==> src/logic/spx_consts.svh <==
// constants of the serial register access slave
`ifndef SPX_CONSTS_SVH
`define SPX_CONSTS_SVH

`define SPX_ADDR_W       14
`define SPX_ORDER_ADDR   14'h3FFF
`define SPX_ORDER_RST    8'h00
`define SPX_ORDER_LSB_A  3
`define SPX_ORDER_LSB_B  4
`define SPX_CTRL_LAST    4'hF
`define SPX_BYTE_LAST    4'h7
`define SPX_ADDR_ONE     14'h0001

`endif

==> src/logic/spx_pkg.sv <==
// types of the serial register access slave
`default_nettype none

package spx_pkg;

    typedef enum logic [1:0] {
        SPX_ST_CTRL,
        SPX_ST_WRITE,
        SPX_ST_READ,
        SPX_ST_DONE
    } spx_state_t;

endpackage : spx_pkg

`default_nettype wire

==> src/logic/spx_sync.sv <==
// two flip-flop synchroniser for one pin
`default_nettype none

module spx_sync (
    input  wire logic clock,
    input  wire logic nrst,
    input  wire logic d,
    output var  logic q
);

    logic meta_r;
    logic meta_nxt;
    logic q_nxt;

    always_comb begin
        meta_nxt = d;
        q_nxt    = meta_r;
    end

    always_ff @(posedge clock or negedge nrst) begin
        if (!nrst) begin
            meta_r <= 1'b0;
            q      <= 1'b0;
        end else begin
            meta_r <= meta_nxt;
            q      <= q_nxt;
        end
    end

endmodule : spx_sync

`default_nettype wire

==> src/logic/spx_slave.sv <==
// serial slave port onto the device register space
`include "spx_consts.svh"
`default_nettype none

module spx_slave
    import spx_pkg::*;
(
    input  wire logic        clock,
    input  wire logic        nrst,
    input  wire logic        cs_n,
    input  wire logic        sclk,
    input  wire logic        sdi,
    input  wire logic        cpha,
    output var  logic        sdo,
    output var  logic        sdo_oe,
    output var  logic [13:0] reg_addr,
    output var  logic [7:0]  reg_wdata,
    output var  logic        reg_we,
    output var  logic        reg_re,
    input  wire logic [7:0]  reg_rdata,
    output var  logic [7:0]  bit_order
);

    // ==========================================================
    // pin synchronisers
    logic cs_s;
    logic sclk_s;
    logic sdi_s;
    logic cpha_s;

    spx_sync u_sync_cs (
        .clock (clock),
        .nrst  (nrst),
        .d     (cs_n),
        .q     (cs_s)
    );

    spx_sync u_sync_sclk (
        .clock (clock),
        .nrst  (nrst),
        .d     (sclk),
        .q     (sclk_s)
    );

    spx_sync u_sync_sdi (
        .clock (clock),
        .nrst  (nrst),
        .d     (sdi),
        .q     (sdi_s)
    );

    spx_sync u_sync_cpha (
        .clock (clock),
        .nrst  (nrst),
        .d     (cpha),
        .q     (cpha_s)
    );

    // ==========================================================
    // clock edge detection
    logic sclk_q_r;
    logic sclk_q_nxt;
    logic rise;
    logic fall;
    logic samp_edge;
    logic shift_edge;

    always_comb begin
        sclk_q_nxt = sclk_s;
        rise       = sclk_s & ~sclk_q_r;
        fall       = ~sclk_s & sclk_q_r;
        samp_edge  = cpha_s ? fall : rise;
        shift_edge = cpha_s ? rise : fall;
    end

    always_ff @(posedge clock or negedge nrst) begin
        if (!nrst) begin
            sclk_q_r <= 1'b0;
        end else begin
            sclk_q_r <= sclk_q_nxt;
        end
    end

    // ==========================================================
    // transfer state
    spx_state_t  state_r;
    spx_state_t  state_nxt;
    logic [3:0]  bit_cnt_r;
    logic [3:0]  bit_cnt_nxt;
    logic [2:0]  out_cnt_r;
    logic [2:0]  out_cnt_nxt;
    logic [14:0] sh_r;
    logic [14:0] sh_nxt;
    logic        burst_r;
    logic        burst_nxt;
    logic [13:0] addr_r;
    logic [13:0] addr_nxt;
    logic [7:0]  tx_r;
    logic [7:0]  tx_nxt;
    logic        sdo_r;
    logic        sdo_nxt;
    logic        oe_r;
    logic        oe_nxt;
    logic        we_r;
    logic        we_nxt;
    logic        re_r;
    logic        re_nxt;
    logic [7:0]  wdata_r;
    logic [7:0]  wdata_nxt;
    logic        inc_r;
    logic        inc_nxt;
    logic [7:0]  order_r;
    logic [7:0]  order_nxt;

    logic        lsb;
    logic [15:0] word;
    logic [7:0]  rx_msb;
    logic [7:0]  rx_byte;
    logic [13:0] addr_msb;
    logic [13:0] addr_in;
    logic        tx_bit;

    // ==========================================================
    // word assembly and bit order
    always_comb begin
        lsb      = order_r[`SPX_ORDER_LSB_A] | order_r[`SPX_ORDER_LSB_B];
        word     = {sh_r, sdi_s};
        rx_msb   = {sh_r[6:0], sdi_s};
        addr_msb = word[14:1];
        rx_byte  = rx_msb;
        addr_in  = addr_msb;
        if (lsb) begin
            for (int i = 0; i < 8; i++) begin
                rx_byte[i] = rx_msb[7 - i];
            end
            for (int i = 0; i < `SPX_ADDR_W; i++) begin
                addr_in[i] = addr_msb[13 - i];
            end
        end
        tx_bit = lsb ? tx_r[out_cnt_r] : tx_r[3'h7 - out_cnt_r];
    end

    // ==========================================================
    // next state
    always_comb begin
        state_nxt   = state_r;
        bit_cnt_nxt = bit_cnt_r;
        out_cnt_nxt = out_cnt_r;
        sh_nxt      = sh_r;
        burst_nxt   = burst_r;
        addr_nxt    = addr_r;
        tx_nxt      = tx_r;
        sdo_nxt     = sdo_r;
        oe_nxt      = oe_r;
        we_nxt      = 1'b0;
        re_nxt      = 1'b0;
        wdata_nxt   = wdata_r;
        inc_nxt     = 1'b0;
        order_nxt   = order_r;
        if (inc_r) begin
            addr_nxt = addr_r + `SPX_ADDR_ONE;
        end
        if (re_r) begin
            tx_nxt = (addr_r == `SPX_ORDER_ADDR) ? order_r : reg_rdata;
        end
        if (cs_s) begin
            state_nxt   = SPX_ST_CTRL;
            bit_cnt_nxt = 4'h0;
            out_cnt_nxt = 3'h0;
            burst_nxt   = 1'b0;
            sdo_nxt     = 1'b0;
            oe_nxt      = 1'b0;
        end else begin
            unique case (state_r)
                SPX_ST_CTRL: begin
                    if (samp_edge) begin
                        sh_nxt      = word[14:0];
                        bit_cnt_nxt = bit_cnt_r + 4'h1;
                        if (bit_cnt_r == `SPX_CTRL_LAST) begin
                            bit_cnt_nxt = 4'h0;
                            out_cnt_nxt = 3'h0;
                            burst_nxt   = word[0];
                            addr_nxt    = addr_in;
                            if (word[15]) begin
                                state_nxt = SPX_ST_READ;
                                re_nxt    = 1'b1;
                            end else begin
                                state_nxt = SPX_ST_WRITE;
                            end
                        end
                    end
                end
                SPX_ST_WRITE: begin
                    if (samp_edge) begin
                        sh_nxt      = word[14:0];
                        bit_cnt_nxt = bit_cnt_r + 4'h1;
                        if (bit_cnt_r == `SPX_BYTE_LAST) begin
                            bit_cnt_nxt = 4'h0;
                            wdata_nxt   = rx_byte;
                            inc_nxt     = burst_r;
                            if (addr_r == `SPX_ORDER_ADDR) begin
                                order_nxt = rx_byte;
                            end else begin
                                we_nxt = 1'b1;
                            end
                            if (!burst_r) begin
                                state_nxt = SPX_ST_DONE;
                            end
                        end
                    end
                end
                SPX_ST_READ: begin
                    if (shift_edge) begin
                        sdo_nxt     = tx_bit;
                        oe_nxt      = 1'b1;
                        out_cnt_nxt = out_cnt_r + 3'h1;
                    end
                    if (samp_edge) begin
                        bit_cnt_nxt = bit_cnt_r + 4'h1;
                        if (bit_cnt_r == `SPX_BYTE_LAST) begin
                            bit_cnt_nxt = 4'h0;
                            if (burst_r) begin
                                addr_nxt = addr_r + `SPX_ADDR_ONE;
                                re_nxt   = 1'b1;
                            end else begin
                                state_nxt = SPX_ST_DONE;
                            end
                        end
                    end
                end
                SPX_ST_DONE: begin
                    if (shift_edge) begin
                        oe_nxt = 1'b0;
                    end
                end
            endcase
        end
    end

    // ==========================================================
    // registers
    always_ff @(posedge clock or negedge nrst) begin
        if (!nrst) begin
            state_r   <= SPX_ST_CTRL;
            bit_cnt_r <= 4'h0;
            out_cnt_r <= 3'h0;
            sh_r      <= 15'h0000;
            burst_r   <= 1'b0;
            addr_r    <= 14'h0000;
            tx_r      <= 8'h00;
            sdo_r     <= 1'b0;
            oe_r      <= 1'b0;
            we_r      <= 1'b0;
            re_r      <= 1'b0;
            wdata_r   <= 8'h00;
            inc_r     <= 1'b0;
            order_r   <= `SPX_ORDER_RST;
        end else begin
            state_r   <= state_nxt;
            bit_cnt_r <= bit_cnt_nxt;
            out_cnt_r <= out_cnt_nxt;
            sh_r      <= sh_nxt;
            burst_r   <= burst_nxt;
            addr_r    <= addr_nxt;
            tx_r      <= tx_nxt;
            sdo_r     <= sdo_nxt;
            oe_r      <= oe_nxt;
            we_r      <= we_nxt;
            re_r      <= re_nxt;
            wdata_r   <= wdata_nxt;
            inc_r     <= inc_nxt;
            order_r   <= order_nxt;
        end
    end

    // ==========================================================
    // outputs
    always_comb begin
        sdo       = sdo_r;
        sdo_oe    = oe_r;
        reg_addr  = addr_r;
        reg_wdata = wdata_r;
        reg_we    = we_r;
        reg_re    = re_r;
        bit_order = order_r;
    end
endmodule : spx_slave

`default_nettype wire

==> config.mk <==
export PLATFORM = sky130hd
export DESIGN_NAME = spx_slave
export DESIGN_NICKNAME = d
export VERILOG_FILES = /design/src/logic/spx_pkg.sv /design/src/logic/spx_sync.sv /design/src/logic/spx_slave.sv
export VERILOG_INCLUDE_DIRS = /design/src /design/src/logic
export SDC_FILE = /design/constraint.sdc
export NUM_CORES = 1
export LEC_CHECK = 0
export BUFFER_PORTS_ARGS = -buffer_cell sky130_fd_sc_hd__buf_2
export CAP_MARGIN = 20
export CORE_UTILIZATION = 49
export CTS_CLUSTER_DIAMETER = 150
export DETAILED_ROUTE_END_ITERATION = 7
export PLACE_DENSITY = 0.71
export SLEW_MARGIN = 10
export SYNTH_ARGS = -nofsm -noshare
export SYNTH_HDL_FRONTEND = slang
export SYNTH_SLANG_ARGS = --single-unit
==> constraint.sdc <==
create_clock -name clock -period 3.76 [get_ports clock]
set_clock_uncertainty 0.15 [all_clocks]
set_input_delay 0.564 -clock clock [delete_from_list [all_inputs] [get_ports clock]]
set_output_delay 0.564 -clock clock [all_outputs]
set_load 0.02 [all_outputs]
==> metrics.txt <==
worst flop-to-flop path startpoint state_r[0]; RSZ-0062 raised after global routing false; Top FF cell, synth dfrtp_1; Setup WS pre-CTS slightly below 1 ns; Req. time, crit path between 3 and 4 ns; sequential-to-total area share from yosys stat 48.1%; H-Tree Depth 3; Hold EP u_sync_cpha.meta_r; r2r setup slk 0.96 ns; YS warnings 0; Relative slew margins 35.6%; CTS Sinks 77; worst min-delay path startpoint cpha; starting density of the core 51.3%; Post-CTS Setup Repair Bufs 0; Hold Vio Cnt, Final 0; GRT Util Overall 22.6%; initial antenna violation count 0; CTS max path bufs 2; area share of the largest cell type after synthesis 48.1%; final instance area between 0.004 and 0.005 mm²; pwr/cell area ~430 mW/mm²; average size of a mapped cell 10.1 µm²; sw frac 28.0%; Routed Antenna Nets 0; GP Congestion about 0.96; post-synth cell types 56; Die W 92.4 µm; Final min period 2.80 ns; Slew @ Worst Pin 0.967 ns; CP cell instances inv_1 -> ha_1 -> or4bb_1 -> a221oi_2 -> buf_4 -> nor2_1 -> o311a_1 -> a211o_1; Min-Delay Path Depth 1; # diodes 0; clock share of power 36.5%; fin nets 457; root buffer cell clkbuf_8; Routed wire per std cell between 15 and 20 µm; fmax 357 MHz; Flop pwr share 49.9%; Power Total 1.92 mW; Crit path max-delay family compound AO/OA/AOI/OAI gates; first-pass GRT wire length 15100 µm; share of cells above drive strength 1 a little over a fifth; Comb power frac 13.6%; fin. max-slew vios 0; Cells after Synth between 300 and 400; largest net degree at the start of global routing between 70 and 80; Die Footprint 0.00853 mm²; crit path DAT about 2.9 ns; Vias 3141; Worst Path Max Fanout 12; Clock Pin Slew Worst Setup and Hold Paths approximately 0.090 ns; site row count 32; drt first-iter violations 176; worst path buffer plus inverter count 2; Final HPWL DP approximately 6400 µm; via/cell ratio 5.80; WL final 8930 µm; fill count 694; syn_nets 419; TritonCTS clock tree done; peak supply drop 0.272 mV; Critical-path top delay cell or4bb_1; Yosys top cell by area dfrtp_1; grt ovf 0; Syn Std Cell Area 0.00400 mm²; Internal 1.38 mW; worst reg2reg path depth 8; Critical Path Sink Type flip-flop; number of buffers created by CTS 9; Pre-antenna DRT Iters 4; Leak 2.00 nW; crit-path max cell delay between 0.4 and 0.5 ns; Synth area leaders dfrtp_1, a21oi_1, mux2_2; synthesized flop and latch total 77; vias in the first global route 3122; RR Endpoint reg_addr[9]; MaxCap Viol Count 0; HP Class input port to flip-flop; CTS hold repair buffers 0; cts repair resizes 0; I/O Buffers 47; Setup TNS 0 ns; worst hold slack 0.165 ns; worst skew pair latency 0.35 ns; EDFF count, synth 0; Crit Path Class flip-flop to flip-flop; final setup violation count 0; Area Growth Syn to Fin 12.6%; Die Y-Extent 92.4 µm; setup ws final 0.957 ns; placed inst area 0.00429 mm²; P_sw 0.536 mW; period utilization 74.5%; crit start category flip-flop; core area 0.00781 mm²; status finished clean; Remaining DRCs 0; ys async rst share 100%; I/O Pins between 40 and 50
==> worst max path at each step <==
stage | startpoint | to | cells past startpoint
floorplan | state_r[0] | reg_addr[9] | 8
global placement | state_r[0] | reg_addr[9] | 8
detailed placement | state_r[0] | reg_addr[9] | 8
CTS | state_r[0] | reg_addr[9] | 8
global route | state_r[0] | reg_addr[9] | 8
finish | state_r[0] | reg_addr[9] | 8
==> placed cells by master (no fill, tap or decap), drive strengths merged, types with 5 or more instances in the layout <==
master  synthesis  layout
mux2i          13      13
a31oi           5       5
o21ai          19      19
nor4            5       5
nand3          14      14
clkbuf         16      10
nand3b          6       6
ha              8       8
a21oi          46      46
buf             8      51
xor2           11      11
mux2           14      14
inv             8      10
nor3            5       5
a21o            5       5
and2           10      10
nand2          36      36
dfrtp          77      77
o22ai           8       8
nor2           31      31
==> cells by family after synthesis <==
group,after synthesis,synth area share (%)
and+or+nand+nor,126,15.8
AOI/OAI and AO/OA,108,17.3
DFF,77,48.1
buffers and inverters,32,3.53
muxes,31,9.44
xor gates and xnor gates,15,3.28
adders and majority gates,8,2.50
==> power groups by stage <==
stage	combinational, mW	sequential [mW]	clock (mW)
2_1_floorplan	0.199	0.945	0
3_3_place_gp	0.257	0.966	0
3_5_place_dp	0.262	0.971	0
4_1_cts	0.264	0.954	0.710
5_1_grt	0.295	0.966	0.747
6_report	0.260	0.957	0.700
==> layout make-up <==
type	instances	area (µm²)	share of cell area [%]
Clock buffer	10	128	2.83
Clock inverter	6	93.8	2.08
Inverter	8	30.0	0.666
Multi-Input combinational cell	288	1930	42.9
Sequential cell	77	1930	42.7
Tap cell	102	128	2.83
Timing Repair Buffer	51	268	5.94
==> synth_stat cells, types with 2 or more instances <==
master	count
nor3_1	5
ha_1	8
mux2i_1	13
a21oi_1	46
buf_1	2
o32ai_1	3
xor2_1	11
mux2_2	14
o21ai_1	9
a21o_1	5
nand2b_1	3
or2_2	3
and2_1	10
clkbuf_1	16
inv_1	8
xnor2_1	4
buf_4	3
a221oi_1	2
nand4_1	4
nand2_1	36
a211oi_1	2
nor2_1	31
a211o_1	2
a221oi_2	2
a21boi_0	2
nor4_1	4
o22ai_1	8
a31oi_1	5
nor2b_1	2
dfrtp_1	77
nand3b_1	6
o21ai_0	10
nand3_1	13
a41oi_1	2
mux4_2	4
buf_2	2
==> metrics by stage <==
stage / util, % / std cells
3_5_place_dp: 54.9 / 526
4_1_cts: 57.7 / 542
6_report: 57.7 / 542
2_1_floorplan: - / 397
5_1_grt: 57.7 / 542
3_3_place_gp: 54.9 / 526
==> flip-flops by register name, indices dropped and copies added, names as in the netlist, 2 cells and up <==
name       cells
reg_wdata      8
bit_order      8
bit_cnt_r      4
reg_addr      14
sh_r          15
state_r        2
out_cnt_r      3
tx_r           8
==> routing by layer <==
| metal | up-vias | track usage [%] | routed length, µm | share of wire [%] |
|---|---|---|---|---|
| li1 | 1521 | - | - | - |
| met1 | 1540 | 30.4 | 3960 | 44 |
| met4 | 0 | 7.81 | 178 | 2.0 |
| met3 | 17 | 4.93 | 311 | 3.5 |
| met5 | - | 0 | 0 | 0 |
| met2 | 63 | 36.1 | 4480 | 50 |
(Power assumes the default switching activity.)
